`config.mk`:
```
export PLATFORM = sky130hd
export DESIGN_NAME = block_load_store_unit
export DESIGN_NICKNAME = d
export VERILOG_FILES = /design/src/rtl/block_lsu_pkg.sv /design/src/rtl/word_stream_if.sv /design/src/rtl/block_load_store_unit.sv /design/src/rtl/word_fifo.sv
export VERILOG_INCLUDE_DIRS = /design/src /design/src/rtl
export SDC_FILE = /design/constraint.sdc
export NUM_CORES = 1
export LEC_CHECK = 0
export ABC_CLOCK_PERIOD_IN_PS = 8300
export BUFFER_PORTS_ARGS = -buffer_cell sky130_fd_sc_hd__buf_2
export CAP_MARGIN = 20
export CORE_ASPECT_RATIO = 1.75
export CORE_UTILIZATION = 32
export DETAILED_ROUTE_END_ITERATION = 6
export GPL_ROUTABILITY_DRIVEN = 0
export PLACE_DENSITY = 0.61
export SETUP_SLACK_MARGIN = 0.2
export SLEW_MARGIN = 5
export SYNTH_ARGS = -nofsm -noshare
export SYNTH_HDL_FRONTEND = slang
export SYNTH_SLANG_ARGS = --single-unit
```
`constraint.sdc`:
```
create_clock -name clk -period 8.3 [get_ports clk]
set_input_delay 0.415 -clock clk [delete_from_list [all_inputs] [get_ports clk]]
set_output_delay 0.415 -clock clk [all_outputs]
set_load 0.01 [all_outputs]
```
`src/rtl/block_lsu_map.svh`:
```
// offsets, field positions and counts for the block load/store unit
`ifndef BLOCK_LSU_MAP_SVH
`define BLOCK_LSU_MAP_SVH

`define PIECE_FIRST  3'h0
`define PIECE_LAST   3'h7
`define PIECE_BITS   3
`define BYTE_BITS    3
`define BYTE_ZERO    3'h0
`define LINE_SHIFT   6
`define FIFO_WORDS   8
`define DATA_BITS    64
`define ADDR_BITS    64
`define REG_BITS     6

`endif

```
`src/rtl/block_lsu_pkg.sv`:
```
// types shared by the block load/store unit
package block_lsu_pkg;

  typedef enum logic [2:0] {
    L1_ABSENT       = 3'h0,
    L1_CLEAN_SHARED = 3'h1,
    L1_CLEAN_OWNED  = 3'h2,
    L1_CLEAN_EXCL   = 3'h3,
    L1_MOD_MOD      = 3'h4,
    L1_CLEAN_MOD    = 3'h5
  } l1_state_e;

  typedef enum logic [2:0] {
    L2_INVALID = 3'h0,
    L2_SHARED  = 3'h1,
    L2_OWNED   = 3'h2,
    L2_EXCL    = 3'h3,
    L2_MOD     = 3'h4
  } l2_state_e;

  typedef enum logic [1:0] {
    DEST_L1  = 2'h0,
    DEST_L2  = 2'h1,
    DEST_MEM = 2'h2
  } dest_e;

  // gray along idle, lookup, translate, access, wait, invalidate
  typedef enum logic [2:0] {
    ST_IDLE   = 3'h0,
    ST_LOOKUP = 3'h1,
    ST_XLAT   = 3'h3,
    ST_ACCESS = 3'h2,
    ST_WAIT   = 3'h6,
    ST_INVAL  = 3'h7,
    ST_TRAP   = 3'h5
  } fsm_e;

  typedef struct packed {
    dest_e dest;
    logic  l1_inv;
    logic  l2_inv;
  } plan_s;

endpackage : block_lsu_pkg

```
`src/rtl/word_stream_if.sv`:
```
// valid/ready word stream between the unit and its store-data fifo
`timescale 1ns/1ns
`default_nettype none
interface word_stream_if #(parameter int W = 64);
  logic         valid;
  logic         ready;
  logic [W-1:0] data;
  modport source (output valid, output data, input ready);
  modport sink   (input valid, input data, output ready);
endinterface : word_stream_if
`default_nettype wire

```
`src/rtl/block_load_store_unit.sv`:
```
// block load/store sequencer: eight 8-byte pieces per 64-byte block
`timescale 1ns/1ns
`default_nettype none
`include "block_lsu_map.svh"

module block_load_store_unit #(
  parameter int ADDR_W     = `ADDR_BITS,
  parameter int DATA_W     = `DATA_BITS,
  parameter int REG_W      = `REG_BITS,
  parameter int FIFO_DEPTH = `FIFO_WORDS
) (
  input  wire logic                    clk,
  input  wire logic                    reset,
  input  wire logic                    req_valid,
  output logic                         req_ready,
  input  wire logic                    req_store,
  input  wire logic                    req_commit,
  input  wire logic [ADDR_W-1:0]       req_addr,
  input  wire logic [REG_W-1:0]        req_reg,
  input  wire logic                    side_effect_page_flag,
  input  wire logic                    older_ord_valid,
  input  wire logic [ADDR_W-1:0]       older_ord_addr,
  input  wire logic                    younger_ord_valid,
  input  wire logic [ADDR_W-1:0]       younger_ord_addr,
  output logic                         younger_hold,
  input  wire logic                    barrier_pending,
  input  wire logic                    older_reg_valid,
  input  wire logic [REG_W-1:0]        older_reg,
  input  wire logic                    alu_valid,
  input  wire logic [REG_W-1:0]        alu_src_a,
  input  wire logic [REG_W-1:0]        alu_src_b,
  input  wire logic [REG_W-1:0]        alu_dst,
  output logic                         alu_stall,
  input  wire logic                    sd_valid,
  output logic                         sd_ready,
  input  wire logic [DATA_W-1:0]       sd_data,
  output logic                         tag_req,
  output logic [ADDR_W-1:0]            tag_addr,
  input  wire logic                    tag_ack,
  input  wire block_lsu_pkg::l1_state_e first_level_data_cache_state,
  input  wire block_lsu_pkg::l2_state_e l2_state,
  output logic                         xlat_req,
  output logic [ADDR_W-1:0]            xlat_addr,
  input  wire logic                    xlat_ack,
  input  wire logic                    xlat_miss,
  output logic                         acc_valid,
  input  wire logic                    acc_ready,
  output logic                         acc_write,
  output block_lsu_pkg::dest_e         acc_dest,
  output logic [ADDR_W-1:0]            acc_addr,
  output logic [DATA_W-1:0]            acc_wdata,
  input  wire logic                    acc_done,
  input  wire logic [DATA_W-1:0]       acc_rdata,
  output logic                         ld_wr_valid,
  output logic [REG_W-1:0]             ld_wr_reg,
  output logic [DATA_W-1:0]            ld_wr_data,
  output logic                         inv_valid,
  output logic                         inv_l1,
  output logic                         inv_l2,
  output logic [ADDR_W-1:0]            inv_addr,
  output logic                         translation_miss_trap,
  output logic [`PIECE_BITS-1:0]       trap_piece,
  output logic                         trap_mid_block,
  input  wire logic                    miss_handled,
  output logic                         done
);
  localparam int LW = ADDR_W - `LINE_SHIFT;

  block_lsu_pkg::fsm_e  state;
  block_lsu_pkg::plan_s plan;
  logic                 is_store;
  logic                 is_commit;
  logic                 side_effect;
  logic [LW-1:0]        line;
  logic [REG_W-1:0]     base_reg;
  logic [`PIECE_BITS-1:0] piece;
  logic                 xlat_clear;
  logic                 busy;
  logic                 start_block;
  logic                 last_piece;
  logic [ADDR_W-1:0]    piece_addr;

  word_stream_if #(.W(DATA_W)) fill_if ();
  word_stream_if #(.W(DATA_W)) drain_if ();

  // fifo fills independently so a block's eight register reads never wait on the caches
  word_fifo #(.WIDTH(DATA_W), .DEPTH(FIFO_DEPTH)) store_fifo (
    .clk   (clk),
    .reset (reset),
    .push  (fill_if.sink),
    .pop   (drain_if.source)
  );

  function automatic logic same_line(input logic [ADDR_W-1:0] a,
                                     input logic [ADDR_W-1:0] b);
    return a[ADDR_W-1:`LINE_SHIFT] == b[ADDR_W-1:`LINE_SHIFT];
  endfunction : same_line

  // register r lies among block registers not yet done (offset >= first)
  function automatic logic in_block(input logic [REG_W-1:0] r,
                                    input logic [REG_W-1:0] base,
                                    input logic [`PIECE_BITS-1:0] first);
    logic [REG_W-1:0] off;
    off = r - base;
    return (off <= REG_W'(`PIECE_LAST)) && (off >= REG_W'(first));
  endfunction : in_block

  function automatic block_lsu_pkg::plan_s decide(
      input logic st, input logic commit,
      input block_lsu_pkg::l1_state_e l1, input block_lsu_pkg::l2_state_e l2);
    block_lsu_pkg::plan_s p;
    logic l1_held;
    logic l2_held;
    p       = '0;
    l1_held = (l1 != block_lsu_pkg::L1_ABSENT);
    l2_held = (l2 != block_lsu_pkg::L2_INVALID);
    p.dest  = block_lsu_pkg::DEST_MEM;
    if (!st) begin
      if (l1_held) begin
        p.dest = block_lsu_pkg::DEST_L1;
      end else if (l2_held) begin
        p.dest = block_lsu_pkg::DEST_L2;
      end
    end else if (commit) begin
      p.l1_inv = l1_held;
      p.l2_inv = l2_held;
    end else begin
      case (l1)
        block_lsu_pkg::L1_ABSENT: begin
          if (l2 == block_lsu_pkg::L2_EXCL || l2 == block_lsu_pkg::L2_MOD) begin
            p.dest = block_lsu_pkg::DEST_L2;
          end
        end
        block_lsu_pkg::L1_CLEAN_EXCL: begin
          p.dest   = block_lsu_pkg::DEST_L2;
          p.l1_inv = 1'b1;
        end
        block_lsu_pkg::L1_MOD_MOD: begin
          p.dest = block_lsu_pkg::DEST_L1;
        end
        block_lsu_pkg::L1_CLEAN_MOD: begin
          p.dest   = block_lsu_pkg::DEST_L2;
          p.l1_inv = 1'b1;
        end
        default: begin
          p.dest = block_lsu_pkg::DEST_MEM;
        end
      endcase
    end
    // only the single destination and the listed invalidations act
    return p;
  endfunction : decide

  assign busy       = (state != block_lsu_pkg::ST_IDLE);
  assign last_piece = (piece == `PIECE_LAST);
  assign piece_addr = {line, piece, `BYTE_ZERO};

  // an older conflicting access or register owner delays the start
  assign start_block = (older_ord_valid && same_line(older_ord_addr, req_addr))
                     || (older_reg_valid
                         && in_block(older_reg, req_reg, `PIECE_FIRST));
  assign req_ready   = !busy && !start_block;

  // a block store never holds younger accesses; barriers are software's job
  assign younger_hold = busy && !is_store && younger_ord_valid
                     && same_line(younger_ord_addr,
                                  {line, `PIECE_FIRST, `BYTE_ZERO});

  always_comb begin
    alu_stall = 1'b0;
    if (busy && alu_valid) begin
      if (is_store) begin
        alu_stall = in_block(alu_dst, base_reg, piece);
      end else begin
        alu_stall = in_block(alu_src_a, base_reg, piece)
                 || in_block(alu_src_b, base_reg, piece)
                 || in_block(alu_dst, base_reg, piece);
      end
    end
  end

  assign fill_if.valid = sd_valid;
  assign fill_if.data  = sd_data;
  assign sd_ready      = fill_if.ready;

  assign tag_req   = (state == block_lsu_pkg::ST_LOOKUP);
  assign tag_addr  = {line, `PIECE_FIRST, `BYTE_ZERO};
  assign xlat_req  = (state == block_lsu_pkg::ST_XLAT);
  assign xlat_addr = piece_addr;

  // pieces issue one at a time, held back while a barrier is open
  assign acc_valid = (state == block_lsu_pkg::ST_ACCESS) && !barrier_pending
                  && (!is_store || drain_if.valid);
  assign acc_write = is_store;
  assign acc_dest  = plan.dest;
  assign acc_addr  = piece_addr;
  assign acc_wdata = drain_if.data;
  assign drain_if.ready = acc_valid && acc_ready && is_store;

  always_ff @(posedge clk or posedge reset) begin
    if (reset) begin
      is_store    <= 1'b0;
      is_commit   <= 1'b0;
      side_effect <= 1'b0;
      line        <= '0;
      base_reg    <= '0;
    end else if (req_valid && req_ready) begin
      is_store    <= req_store;
      is_commit   <= req_commit;
      side_effect <= side_effect_page_flag;
      line        <= req_addr[ADDR_W-1:`LINE_SHIFT];
      base_reg    <= req_reg;
    end
  end

  always_ff @(posedge clk or posedge reset) begin
    if (reset) begin
      plan <= '0;
    end else if (tag_req && tag_ack) begin
      plan <= decide(is_store, is_commit, first_level_data_cache_state,
                     l2_state);
    end
  end

  always_ff @(posedge clk or posedge reset) begin
    if (reset) begin
      state <= block_lsu_pkg::ST_IDLE;
      piece <= `PIECE_FIRST;
    end else begin
      case (state)
        block_lsu_pkg::ST_IDLE: begin
          if (req_valid && req_ready) begin
            piece <= `PIECE_FIRST;
            state <= block_lsu_pkg::ST_LOOKUP;
          end
        end
        block_lsu_pkg::ST_LOOKUP: begin
          if (tag_ack) begin
            state <= block_lsu_pkg::ST_XLAT;
          end
        end
        block_lsu_pkg::ST_XLAT: begin
          if (xlat_ack) begin
            if (xlat_miss) begin
              state <= block_lsu_pkg::ST_TRAP;
            end else if (!is_store) begin
              state <= block_lsu_pkg::ST_ACCESS;
            end else if (last_piece) begin
              // every store piece is translated before any data moves
              piece <= `PIECE_FIRST;
              state <= block_lsu_pkg::ST_ACCESS;
            end else begin
              piece <= piece + 3'h1;
            end
          end
        end
        block_lsu_pkg::ST_ACCESS: begin
          if (acc_valid && acc_ready) begin
            state <= block_lsu_pkg::ST_WAIT;
          end
        end
        block_lsu_pkg::ST_WAIT: begin
          if (acc_done) begin
            if (last_piece) begin
              state <= (plan.l1_inv || plan.l2_inv) ? block_lsu_pkg::ST_INVAL
                                                    : block_lsu_pkg::ST_IDLE;
            end else begin
              piece <= piece + 3'h1;
              state <= is_store ? block_lsu_pkg::ST_ACCESS
                                : block_lsu_pkg::ST_XLAT;
            end
          end
        end
        block_lsu_pkg::ST_INVAL: begin
          state <= block_lsu_pkg::ST_IDLE;
        end
        block_lsu_pkg::ST_TRAP: begin
          // store data stays queued, so a retried store needs no refill
          if (miss_handled) begin
            piece <= `PIECE_FIRST;
            state <= block_lsu_pkg::ST_XLAT;
          end
        end
        default: begin
          state <= block_lsu_pkg::ST_IDLE;
        end
      endcase
    end
  end

  always_ff @(posedge clk or posedge reset) begin
    if (reset) begin
      xlat_clear <= 1'b0;
    end else if (state == block_lsu_pkg::ST_IDLE
                 || state == block_lsu_pkg::ST_TRAP) begin
      xlat_clear <= 1'b0;
    end else if (xlat_req && xlat_ack && !xlat_miss && last_piece) begin
      xlat_clear <= 1'b1;
    end
  end

  always_ff @(posedge clk or posedge reset) begin
    if (reset) begin
      translation_miss_trap <= 1'b0;
      trap_piece            <= `PIECE_FIRST;
      trap_mid_block        <= 1'b0;
    end else begin
      translation_miss_trap <= xlat_req && xlat_ack && xlat_miss;
      if (xlat_req && xlat_ack && xlat_miss) begin
        trap_piece     <= piece;
        trap_mid_block <= (piece != `PIECE_FIRST) && !side_effect;
      end
    end
  end

  always_ff @(posedge clk or posedge reset) begin
    if (reset) begin
      ld_wr_valid <= 1'b0;
      ld_wr_reg   <= '0;
      ld_wr_data  <= '0;
    end else begin
      ld_wr_valid <= (state == block_lsu_pkg::ST_WAIT) && acc_done && !is_store;
      if ((state == block_lsu_pkg::ST_WAIT) && acc_done && !is_store) begin
        ld_wr_reg  <= base_reg + REG_W'(piece);
        ld_wr_data <= acc_rdata;
      end
    end
  end

  always_ff @(posedge clk or posedge reset) begin
    if (reset) begin
      inv_valid <= 1'b0;
      inv_l1    <= 1'b0;
      inv_l2    <= 1'b0;
      inv_addr  <= '0;
      done      <= 1'b0;
    end else begin
      inv_valid <= (state == block_lsu_pkg::ST_INVAL);
      inv_l1    <= (state == block_lsu_pkg::ST_INVAL) && plan.l1_inv;
      inv_l2    <= (state == block_lsu_pkg::ST_INVAL) && plan.l2_inv;
      inv_addr  <= {line, `PIECE_FIRST, `BYTE_ZERO};
      done      <= busy && (state == block_lsu_pkg::ST_INVAL
                   || (state == block_lsu_pkg::ST_WAIT && acc_done
                       && last_piece && !plan.l1_inv && !plan.l2_inv));
    end
  end
endmodule : block_load_store_unit
`default_nettype wire

```
`src/rtl/word_fifo.sv`:
```
// store-data fifo with parameter width and depth
`timescale 1ns/1ns
`default_nettype none
module word_fifo #(
  parameter int WIDTH = 64,
  parameter int DEPTH = 8
) (
  input  wire logic        clk,
  input  wire logic        reset,
  word_stream_if.sink      push,
  word_stream_if.source    pop
);
  localparam int AW = $clog2(DEPTH);

  logic [WIDTH-1:0] mem [DEPTH];
  logic [AW-1:0]    wr_ptr;
  logic [AW-1:0]    rd_ptr;
  logic [AW:0]      count;
  logic             do_push;
  logic             do_pop;

  function automatic logic [AW-1:0] next_ptr(input logic [AW-1:0] p);
    return (p == AW'(DEPTH - 1)) ? '0 : p + AW'(1);
  endfunction : next_ptr

  assign push.ready = (count != (AW+1)'(DEPTH));
  assign pop.valid  = (count != '0);
  assign pop.data   = mem[rd_ptr];
  assign do_push    = push.valid && push.ready;
  assign do_pop     = pop.valid && pop.ready;

  always_ff @(posedge clk) begin
    if (do_push) begin
      mem[wr_ptr] <= push.data;
    end
  end

  always_ff @(posedge clk or posedge reset) begin
    if (reset) begin
      wr_ptr <= '0;
      rd_ptr <= '0;
      count  <= '0;
    end else begin
      if (do_push) begin
        wr_ptr <= next_ptr(wr_ptr);
      end
      if (do_pop) begin
        rd_ptr <= next_ptr(rd_ptr);
      end
      if (do_push && !do_pop) begin
        count <= count + (AW+1)'(1);
      end else if (do_pop && !do_push) begin
        count <= count - (AW+1)'(1);
      end
    end
  end
endmodule : word_fifo
`default_nettype wire

```
# Yosys cells after proc, flatten, opt, wreduce, memory -nomap -nowiden
# Memories as Yosys holds them, arrays and structs flattened.
# Cells that the tools add are included.
[word_totals] ff_bits=225 ram_bits=512 inputBits=374 output_inout_bits=410 word_cells=170 n_memories=1
[memory_table] memory="store_fifo.mem" depth=8 width=64 read_ports=1 rd_clocked_by_memory_dff=0 wr=1 line="word_fifo.sv:15" source="logic [WIDTH-1:0] mem [DEPTH];"
[op_classes] n_addsub=10 magnitude_cmp=8 n_eq_ne=27 muxes=40 n_reduce_logical=60
[ops] cell="== test 58 bit" count=2
[ops] cell="2-to-1 mux 3 bit" count=21
[ops] cell="logical AND 1 bit" count=32
[ops] cell="== test 3 bit (second input constant)" count=9
[ops] cell="<= comparator 6 x 3 -> 1 bit (second input constant)" count=4
[ops] cell="subtractor 6 bit" count=4
[ops] cell="greater-or-equal comparator 6 x 3 -> 1 bit" count=3
[ops] cell="one-hot mux 3 bit (6 select lines)" count=1
[ops] cell="== test 3 x 2 -> 1 bit (second input constant)" count=4
[ops] cell="2-to-1 mux 2 bit" count=6
[ops] cell="one-hot mux 3 bit (4 select lines)" count=1
[ops] cell="nonzero test 3 bit" count=4
[ops] cell="inequality test 2 bit (second input constant)" count=5
[ops] cell="adder 3 x 1 -> 3 bit (second input constant)" count=3
[ops] cell="logical NOT 1 bit" count=9
[ops] cell="2-to-1 mux 1 bit" count=8
[ops] cell="2-to-1 mux 4 bit" count=2
[ops] cell="inequality test 2 x 1 -> 1 bit (second input constant)" count=4
[ops] cell="AND reduction 8 bit" count=1
[ops] cell="nonzero test 4 bit" count=2
[ops] cell="logical OR 1 bit" count=7
[ops] cell="AND reduction 7 bit" count=1
[ops] cell="adder 6 x 3 -> 6 bit" count=1
[ops] cell="greater-or-equal comparator 6 x 1 -> 1 bit (second input constant)" count=1
[ops] cell="other kinds (9)" count=10

# Depth between registers and ports, before layout
# Gate-level depths: netlist of the first run.
[logic_depth] word_depth=10 mapped_depth=12 mapped_depth_nobuf=12

# Hierarchy
# A second synthesis of the first run with hierarchy kept.
[hier_totals] cells_unflattened=1756 hier_area_um2=31340.1
[modules_own_cells] module="word_fifo" n_inst=1 cells_each=806 area_each_um2=19880.3 seq_area_each_um2=15625.0
[modules_own_cells] module="block_load_store_unit" n_inst=1 cells_each=950 area_each_um2=11459.7 seq_area_each_um2=5380.2

# Worst setup path before layout of the first run
# No wires, ideal clock.
[synth_path] kind="register -> register" from="register store_fifo.count[0]" to="memory store_fifo.mem[0][0], enable pin" setup_ns=0.644 arrival_time_ns=6.873 required_ns=7.656 setup_slack_ns=0.784 path_stages_with_launch=5 n_path_buf=0 period_less_slack_ns=7.516 path_cell_list="dfrtp_1 nor3_1 nand2_1 nand2_1 nor4_1"
[synth_between] elab_chain_len=4
[synth_lines] item="from (decl)" line="word_fifo.sv:18" source="logic [AW:0] count;"
[synth_lines] item="from (signal assigned)" line="word_fifo.sv:51" source="count <= count + (AW+1)'(1);"
[synth_lines] item="from (signal assigned)" line="word_fifo.sv:53" source="count <= count - (AW+1)'(1);"
[synth_lines] item="inequality test 4 bit" line="word_fifo.sv:26" source="assign push.ready = (count != (AW+1)'(DEPTH));"
[synth_lines] item="named net sd_ready" line="block_load_store_unit.sv:35" source="output logic sd_ready,"
[synth_lines] item="logical AND 1 bit" line="word_fifo.sv:29" source="assign do_push = push.valid && push.ready;"
[synth_lines] item="2-to-1 mux 1 bit" line="word_fifo.sv:33" source="if (do_push) begin"
[synth_lines] item="2-to-1 mux 1 bit (not written as such)" line="word_fifo.sv:34" source="mem[wr_ptr] <= push.data;"
[synth_lines] item="to (decl)" line="word_fifo.sv:15"
# The timed path passes the listed nets, and every way through them passes these cells.

# Final worst setup path of the first run
[layout_path] from="register store_fifo.rd_ptr[0]" to="output acc_wdata[60]"
[layout_between] elab_chain_len=1
[layout_lines] item="from (decl)" line="word_fifo.sv:17" source="logic [AW-1:0] rd_ptr;"
[layout_lines] item="from (signal assigned)" line="word_fifo.sv:48" source="rd_ptr <= next_ptr(rd_ptr);"
[layout_lines] item="memory read (8 x 64 bit)"
[layout_lines] item="to (decl)" line="block_load_store_unit.sv:51" source="output logic [DATA_W-1:0] acc_wdata,"
# Every way passes these cells.

==> results by group, run 1 <==
Outcome
  • Run status: complete, no violations

Clocking
  • Clk buf depth: 3
  • CTS root buffer: clkbuf_16
  • Worst skew pair latency: 0.64 ns
  • Resized cells post-CTS: 0
  • CTS Buf Count: 70
  • H-tree depth: 3
  • CTS clk-pin slew, worst paths: roughly 0.06 ns
  • Post-CTS Hold Fix Bufs: around 140
  • Setup bufs post-CTS: 0
  • CTS tree: built
  • CTS sink cnt: around 740

Cells and area
  • Share of cells above drive strength 1: 46.5%
  • Largest regs: store_fifo.mem (512), ld_wr_data (64)
  • Cell Count, Final, Fillers Out: just under 4000
  • Nets: 3002
  • Max reg flops: 512
  • Reg with most FFs: store_fifo.mem
  • Syn-to-layout area delta: 25.9%
  • Post-route core utilization: between 40% and 50%

STA
  • Final Slew Violations: 0
  • Slew headroom: 21.5%
  • Hold_ws: around 0.055 ns
  • Worst slew pin tran: ~1.2 ns
  • Final Skew: roughly 0.04 ns
  • Final setup fails: 0
  • Fmax: 254 MHz
  • RSZ-0062 raised after global routing: false
  • Fin Setup TNS: 0 ns
  • Final hold viol count: 0
  • Period utilization: around 47%
  • PnR worst setup slack: 4.37 ns
  • Tmin final: 3.93 ns

Detailed routing
  • Via count: 19000
  • DRC violations left: 0
  • 1st-pass router iterations: 4
  • Vias per inst: slightly below 5
  • Detailed-route wire length per cell: 25.3 um
  • Post-route ant nets: 0
  • WL final: 99700 um
  • Initial drt markers: 889

Die
  • Ports: 784
  • Die width: roughly 240 um
  • Die height: between 400 and 500 um
  • Core area: between 90000 and 100000 sq um
  • Die area: between 90000 and 100000 sq um
  • Initial Utilization: 32.3%
  • Row count: between 150 and 200

Pwr
  • Power density over the cells: approximately 350 nW/um^2
  • P_leak: around 0.016 uW
  • Worst VDD drop: around 0.21 mV

GRT
  • Met3 Use GR: around 4.3%
  • GR Overflow Total: 0
  • Antenna violations before repair: 19
  • Largest net degree at the start of global routing: about 120
  • First-pass GRT wire length: 141000 um
  • Number of global-route vias before repair: 20500
  • Top Usage Layer GRT: met2
  • Grt met2 use: between 30% and 40%
  • Met1 Usage GRT: roughly 21%
  • Gr usage total: 20.0%

Worst setup path
  • Startpoint Class: register
  • R2R Path Start: state[0]$_DFFE_PP0P_
  • Req. time, crit path: 7.89 ns
  • R2R depth: 11
  • CP endpoint kind: output port
  • Crit-path max FO: 48
  • Critical-path cell list: buf_4 > mux4_2 > mux2_2 > buf_2
  • CP bufs+invs: 2
  • Worst path arrival time: about 3.5 ns
  • Largest delay share family, worst path: buffers and inverters
  • Reg-to-reg slack, setup: 4.79 ns
  • RR Endpoint: store_fifo.count[3]$_DFFE_PP0P_
  • Crit-path slowest cell: dfrtp_4
  • Setup Crit Path Kind: reg2out
  • Worst stage delay on the critical path: slightly below 0.9 ns

Min path
  • Worst Hold End: store_fifo.mem[1][2]$_DFFE_PP_
  • HP Start: sd_data[2]
  • Hold depth: 1
  • Type of the most critical hold path: in2reg

Synthesis
  • Syn Area/Cell: 17.6 sq um
  • Number of flops mapped to enable cells by yosys: 512
  • Post-synth top area cell: edfxtp_1
  • Synth top area share: 49.3%
  • Ys Warns: 0
  • Post-synth design cell area: around 31000 sq um
  • Seq cells post-synth: roughly 740
  • Mapped Cells: 1773
  • Main flop type after synthesis: edfxtp_1
  • Area contributors post-synth: edfxtp_1 49%, dfrtp_1 18%, mux4_2 9.2%
  • Seq/Total Area, Yosys: slightly below 70%
  • FFs w/ async S/R, synth: 30.5%
  • Yosys cell types: 64

Placed design
  • Dpl ws: 4.20 ns
  • Dpl cells: 3670
  • HPWL Detailed: 71100 um
  • PortBufs: ~750

Run
  • Max-cap violations: 0
[how the worst max path moves through the flow]
| stage | start | to | slack [ns] | cells past startpoint |
|---|---|---|---|---|
| after global routing | store_fifo.rd_ptr[0]$_DFFE_PP0P_ | acc_wdata[60] | 4.06 | 4 |
| after floorplan | store_fifo.count[0]$_DFFE_PP0P_ | store_fifo.mem[0][0]$_DFFE_PP_ | 0.78 | 4 |
| after detailed placement | req_reg[3] | line[3]$_DFFE_PP0P_ | 4.20 | 12 |
| final | store_fifo.rd_ptr[0]$_DFFE_PP0P_ | acc_wdata[60] | 4.37 | 4 |
| after CTS | store_fifo.rd_ptr[0]$_DFFE_PP0P_ | acc_wdata[13] | 4.16 | 4 |
| after global placement | req_addr[32] | base_reg[0]$_DFFE_PP0P_ | 4.20 | 10 |
[logic make-up (layout without fill, tap and decap cells)]
group / count (synthesis) / count (layout) / share of synthesized area [%]
xor+xnor: 105 / 105 / 2.95
compound gates: 134 / 134 / 2.79
fa+ha+maj: 48 / 48 / 2.07
buf+inv: 260 / 1102 / 5.12
simple gates: 164 / 164 / 2.85
mux: 324 / 324 / 16.9
other cells: 1 / 29 / 0.0120
flops: 737 / 737 / 67.3
[synthesized netlist by cell type (16+ instances only)]
library cell,n
mux4_2,128
mux2_2,139
nor2b_1,16
xnor2_1,72
nor4_1,16
mux2_4,50
nand4_1,18
nor3_1,17
clkbuf_1,41
xor2_1,33
ha_1,42
nand2_1,25
o21ai_0,49
inv_1,60
buf_4,139
nand2b_1,19
dfrtp_1,225
a21oi_1,21
nor2_1,25
edfxtp_1,512
[per-stage QoR]
step	power, uW	cell area (sq um)
final	13700	39300
after detailed placement	10600	35600
after global routing	14300	39300
after global placement	10500	35600
after CTS	13900	39200
after floorplan	8620	31300
[layout make-up]
type,count,area [sq um]
sequential,737,21000
multi-input combinational,793,8740
timing repair buffer,918,5430
clock inverter,28,273
fill,8903,57400
inverter,60,233
clock buffer,96,1950
tap,1300,1630
antenna,11,27.5
[power breakdown]
part           internal (uW)  leakage [uW]  total, uW  switching [uW]
Clock                   1730       0.00108       3130            1400
Sequential              4850       0.00739       5800             944
Combinational           2240       0.00713       4740            2490
[cells in the final DEF (no fill, tap or decap), types with 5 or more instances in the layout]
cell type and instances:
buf_2 747, edfxtp_1 512, dfrtp_1 222, mux2_2 139
dlygate4sd3_1 135, mux4_2 128, xnor2_1 72, clkbuf_16 72
inv_1 59, mux2_4 50, o21ai_0 49, ha_1 42
xor2_1 33, buf_4 32, nand2_1 25, nor2_1 22
a21oi_1 21, nand2b_1 19, nand4_1 18, conb_1 18
clkbuf_1 18, nor2b_1 16, nor3_1 13, nor4_1 13
diode_2 11, o22ai_1 10, clkinv_2 10, a21o_1 7
nand3_1 7, mux2_1 6, fa_1 6, clkbuf_8 6
nand3b_1 5, o2bb2ai_1 5, clkinv_1 5
[per-layer routing]
layer / share of wire [%] / vias up / wire length [um]
met3: 6.2 / 187 / 6200
met1: 34 / 9719 / 34100
li1: - / 8243 / -
met4: 6.8 / 10 / 6780
met5: 0.081 / - / 81
met2: 53 / 796 / 52500
No activity file was read; power rests on OpenSTA's default activity.
==> run 2: changes to the inputs <==
ABC_CLOCK_PERIOD_IN_PS = 3500   (was 8300)
PLACE_DENSITY = 0.63   (was 0.61)
clock period = 3.5 ns   (was 8.3 ns; I/O delays follow)
==> results by group, run 2 (same netlist as run 1, synthesis figures left out) <==
Cells and area
  • Share of cells above drive strength 1: a little under half
  • Nets: roughly 3100
  • Design Area, Final: 40800 sq um
  • Cell Count, Final, Fillers Out: 4063
  • Max reg flops: 512
  • Syn-to-layout area delta: 30.7%
  • Most frequent cells in the layout: 747 x buf_2, 512 x edfxtp_1, 222 x dfrtp_1, 213 x dlygate4sd3_1, 139 x mux2_2
  • Reg with most FFs: store_fifo.mem
  • Leading cell type in the layout, fill and taps excluded: buf_2
  • Largest regs: store_fifo.mem (512), ld_wr_data (64)
  • Post-route core utilization: between 40 and 50%

Clocking
  • Worst skew pair latency: between 0.6 and 0.7 ns
  • H-tree depth: 3
  • CTS Buf Count: 73
  • Clk buf depth: 3
  • CTS root buffer: clkbuf_16
  • CTS clk-pin slew, worst paths: ~0.06 ns
  • Setup bufs post-CTS: 0
  • CTS sink cnt: ~740
  • CTS tree: built

Outcome
  • Run status: complete, no violations

Die
  • Die height: about 420 um
  • Ports: just under 800
  • Row count: 151
  • Initial Utilization: between 30% and 40%
  • Core area: about 97000 sq um
  • Die area: about 99000 sq um
  • Die width: between 200 and 250 um

Min path
  • HP Start: tag_ack
  • Type of the most critical hold path: in2reg

Detailed routing
  • Post-route ant nets: 0
  • 1st-pass router iterations: 4
  • Detailed-route wire length per cell: about 25 um
  • Initial drt markers: roughly 900
  • DRC violations left: 0
  • Vias per inst: 4.75
  • WL final: between 90000 and 100000 um
  • Via count: 19300

GRT
  • Largest net degree at the start of global routing: ~80
  • First-pass GRT wire length: 141000 um
  • Number of global-route vias before repair: about 21000
  • GR Overflow Total: 0
  • Antenna violations before repair: 19
  • Gr usage total: about a fifth

Worst setup path
  • CP endpoint kind: output port
  • Startpoint Class: input port
  • R2R Path Start: store_fifo.count[0]$_DFFE_PP0P_
  • Critical Path Source: req_reg[2]
  • CP endpoint: req_ready
  • Crit-path max FO: 12
  • Req. time, crit path: between 3 and 4 ns
  • Setup Crit Path Kind: in2out
  • R2R depth: 12
  • Worst path arrival time: slightly below 3 ns
  • Reg-to-reg slack, setup: between 0.6 and 0.7 ns
  • RR Endpoint: store_fifo.count[3]$_DFFE_PP0P_

Pwr
  • Power density over the cells: approximately 800 nW/um^2
  • Worst VDD drop: a little under 0.7 mV
  • P_leak: approximately 0.016 uW

STA
  • RSZ-0062 raised after global routing: true
  • Final hold viol count: 0
  • Period utilization: around nine tenths
  • Final Slew Violations: 0
  • Tmin final: about 3.1 ns
  • Final Skew: between 0.02 and 0.025 ns
  • Worst slew pin tran: a little under 0.9 ns
  • Fmax: ~320 MHz
  • Final setup fails: 0
  • Hold_ws: 0.0734 ns
  • PnR worst setup slack: about 0.35 ns
  • Slew headroom: about two fifths

Placed design
  • Dpl cells: approximately 3700
  • Area after DPL: about 36000 sq um
  • Dpl ws: roughly 0.47 ns
  • HPWL Detailed: ~71000 um
  • PortBufs: ~750

Run
  • Max-cap violations: 0
## run 2: cell types whose count changed in the layout (fill, tap and decap cells not counted), moves of 5 or more
cell | before | now
buf_12 | 2 | 20
buf_4 | 32 | 49
bufinv_16 | 2 | 8
clkbuf_1 | 18 | 10
clkinv_1 | 5 | 10
clkinvlp_4 | 2 | 9
dlygate4sd3_1 | 135 | 213
inv_6 | 0 | 5
## run 2: power breakdown
part           internal [uW]  leakage (uW)  switching [uW]
combinational           5660       0.00768            6020
sequential             11500       0.00739            2110
clock                   4670       0.00119            3520
total                  21800        0.0163           11700
## run 2: per-stage QoR
step / setup TNS [ns] / total power [uW]
final: 0 / 33500
after global routing: 0 / 35100
after CTS: 0 / 33900
after detailed placement: 0 / 25400
after global placement: 0 / 25300
after floorplan: -429.89 / 20400
## run 2: final cells by class
class / count / area, sq um
Clock inverter: 44 / 509
Fill cell: 8805 / 56000
Clock buffer: 90 / 1970
Timing Repair Buffer: 1030 / 6650
Antenna cell: 9 / 22.5
Sequential cell: 737 / 21000
Multi-Input combinational cell: 793 / 8750
Inverter: 60 / 229
Tap cell: 1300 / 1630
## run 2: worst min-delay path by stage
| stage | endpoint | slack [ns] | cells past startpoint |
|---|---|---|---|
| finish | plan[1]$_DFFE_PP0P_ | 0.07 | 4 |
| global route | plan[0]$_DFFE_PP0P_ | 0.10 | 3 |
| CTS | acc_dest[0]$_DFFE_PP0P_ | 0.02 | 5 |
| detailed placement | ld_wr_data[12]$_DFFE_PP0P_ | 0.33 | 2 |
| global placement | ld_wr_data[12]$_DFFE_PP0P_ | 0.33 | 2 |
| floorplan | store_fifo.mem[0][0]$_DFFE_PP_ | 0.27 | 0 |
## run 2: layer usage
metal	vias up	track usage, %	part of all wire [%]	routed length [um]
li1	8471	-	-	-
met5	-	0	0.029	29
met1	9797	21.6	36	35700
met2	829	34.9	51	51000
met4	4	13.6	7.1	7110
met3	208	4.02	6.0	6040
## run 2: what timing repair did
item,in CTS,in global routing
resized for setup,1,3
endpoints found under the hold margin,675,0
gates cloned,0,0
hold buffers,213,0
endpoints found under the setup margin,1,2
## run 2: critical path, cell delays in order
cell and delay [ns]:
dlygate4sd3_1 0.56, buf_2 0.16, inv_1 0.08, ha_1 0.33
nand3b_1 0.09, nand2_1 0.07, or4b_1 0.46, a221o_1 0.45
o211ai_2 0.13, buf_6 0.20, inv_1 0.12, buf_2 0.16
==> run 3: changes to the inputs <==
ABC_AREA = 1   (was unset)
PLACE_DENSITY = 0.62   (was 0.63)
==> results by group, run 3 <==
Outcome
  • Run status: complete, no violations

Clocking
  • CTS root buffer: clkbuf_16
  • Worst skew pair latency: approximately 0.67 ns
  • CTS tree: built
  • H-tree depth: 3
  • CTS Buf Count: 71
  • Clk buf depth: 3
  • CTS sink cnt: ~740
  • CTS clk-pin slew, worst paths: roughly 0.080 ns

STA
  • Tmin final: 3.18 ns
  • Final Skew: between 0.04 and 0.05 ns
  • RSZ-0062 raised after global routing: true
  • Final setup fails: 0
  • Final Slew Violations: 0
  • Slew headroom: roughly 45%
  • Hold_ws: 0.0682 ns
  • Fmax: roughly 310 MHz
  • Final hold viol count: 0
  • PnR worst setup slack: 0.323 ns
  • Worst slew pin tran: a little over 0.8 ns
  • Fin Setup TNS: 0 ns
  • Period utilization: 90.8%

Worst setup path
  • CP endpoint kind: output port
  • Req. time, crit path: around 3.3 ns
  • R2R Path Start: state[0]$_DFFE_PP0P_
  • RR Endpoint: store_fifo.count[3]$_DFFE_PP0P_
  • Worst path arrival time: around 3 ns
  • Reg-to-reg slack, setup: about 0.7 ns
  • Crit-path max FO: 7
  • Setup Crit Path Kind: reg2out
  • Startpoint Class: register
  • R2R depth: 17

Synthesis
  • FFs w/ async S/R, synth: 30.5%
  • Syn Area/Cell: about 11 sq um
  • Most frequent cell after synthesis: nor2_1
  • Post-synth top area cell: edfxtp_1
  • Number of flops mapped to enable cells by yosys: just over 500
  • Post-synth design cell area: about 32000 sq um
  • Main flop type after synthesis: edfxtp_1
  • Seq/Total Area, Yosys: 65.7%
  • Yosys cell types: 51
  • Seq cells post-synth: 737
  • Mapped Cells: approximately 3000
  • Synth top area share: slightly below 50%
  • Area contributors post-synth: edfxtp_1 48%, dfrtp_1 18%, nor2_1 6.2%
  • Synth cell count leaders: 532 x nor2_1, 512 x edfxtp_1, 505 x nand2_1, 350 x o21ai_0, 225 x dfrtp_1
  • Ys Warns: 0

Die
  • Initial Utilization: around a third
  • Die width: ~240 um
  • Ports: ~780
  • Core area: between 90000 and 100000 sq um
  • Die height: 420 um
  • Row count: approximately 150
  • Die area: 101000 sq um

Detailed routing
  • DRC violations left: 0
  • Vias per inst: approximately 4.9
  • Post-route ant nets: 0
  • Detailed-route wire length per cell: around 23 um
  • Initial drt markers: 1775
  • WL final: 122000 um
  • Via count: roughly 26000
  • 1st-pass router iterations: 6

Cells and area
  • Reg with most FFs: store_fifo.mem
  • Largest regs: store_fifo.mem (512), ld_wr_data (64)
  • Max reg flops: around 500
  • Share of cells above drive strength 1: between 20% and 30%
  • Post-route core utilization: around 42%
  • Nets: between 4000 and 5000
  • Most frequent cells in the layout: 747 x buf_2, 524 x nor2_1, 512 x edfxtp_1, 505 x nand2_1, 349 x o21ai_0
  • Syn-to-layout area delta: 30.4%
  • Leading cell type in the layout, fill and taps excluded: buf_2
  • FILL cells: roughly 9400

Pwr
  • P_leak: between 0.015 and 0.02 uW
  • Worst VDD drop: 0.623 mV
  • Design Power: ~34000 uW
  • Power density over the cells: 823 nW/um^2

GRT
  • First-pass GRT wire length: roughly 170000 um
  • Antenna violations before repair: 72
  • Gr usage total: 23.3%
  • Largest net degree at the start of global routing: roughly 120
  • Number of global-route vias before repair: roughly 24000
  • GR Overflow Total: 0

Min path
  • Hold depth: 3
  • Worst Hold End: line[2]$_DFFE_PP0P_
  • Type of the most critical hold path: in2reg
  • HP Start: req_valid

Placed design
  • HPWL Detailed: 87500 um
  • PortBufs: between 700 and 800
  • Dpl ws: 0.0103 ns

Run
  • Max-cap violations: 0
## run 3: cell count changes after synthesis, sizes merged, moves of 66 or more
cell,before,now
o22ai,10,81
a31oi,0,66
o21ai,49,362
nor2,25,538
mux4,128,0
inv,60,222
nand2,25,507
mux2,195,1
## run 3: worst max path at each step
stage / cells after the start / to / startpoint
3_3_place_gp: 7 / younger_hold / line[41]$_DFFE_PP0P_
4_1_cts: 7 / acc_wdata[20] / store_fifo.rd_ptr[0]$_DFFE_PP0P_
6_report: 11 / younger_hold / acc_write$_DFFE_PP0P_
3_5_place_dp: 7 / younger_hold / line[41]$_DFFE_PP0P_
5_1_grt: 13 / alu_stall / base_reg[0]$_DFFE_PP0P_
2_1_floorplan: 6 / store_fifo.mem[0][0]$_DFFE_PP_ / store_fifo.count[0]$_DFFE_PP0P_
## run 3: area by class of cell
cell class	count	area, sq um	share of cell area (%)
antenna	43	108	0.258
inverter	222	850	2.04
clock inverter	38	460	1.10
clock buffer	89	1910	4.58
multi-input combinational	1781	8680	20.8
sequential	737	21000	50.4
timing repair buffer	1054	7010	16.8
tap	1317	1650	3.95
## run 3: per-stage QoR
stage	instances	instance area, sq um
global route	5266	41600
detailed placement	4895	37000
floorplan	3006	32000
finish	5281	41700
global placement	4895	37000
CTS	5238	41500
## run 3: kinds of logic after synthesis
group | share of synthesized area [%]
AND/OR/NAND/NOR | 13.5
other | 0.0117
adder cells (fa/ha/maj) | 2.02
XOR/XNOR | 1.01
flip-flops | 65.7
AO/OA/AOI/OAI | 10.1
multiplexers | 0.0352
buffers and inverters | 7.69
## run 3: per-layer routing
layer	GRT usage, %	vias to the layer above	share of wire (%)
li1	-	11800	-
met1	26.4	12400	37
met2	36.9	1235	46
met3	9.35	274	11
met4	13.3	68	5.6
met5	0.795	-	0.37
## run 3: worst max-delay path: stages (launching register included)
cell and delay (ns):
dfrtp_1 0.53, inv_2 0.23, buf_4 0.19, nand2_1 0.06
a21oi_1 0.11, o211ai_1 0.11, a211oi_2 0.36, nand4_1 0.13
nor2_1 0.11, nand2_1 0.06, nor2_1 0.23, buf_2 0.19
## run 3: where the power goes
part           switching [uW]  internal (uW)
clock                    3440           4430
combinational            8730           4710
sequential               1790          11200
total                   14000          20300
## run 3: what timing repair did
item,in CTS,in global routing
endpoints found under the hold margin,686,0
buffers inserted,1,0
hold buffers,215,0
pin swaps,1,5
endpoints found under the setup margin,2,13
gates resized for setup,8,10
cloned,0,0
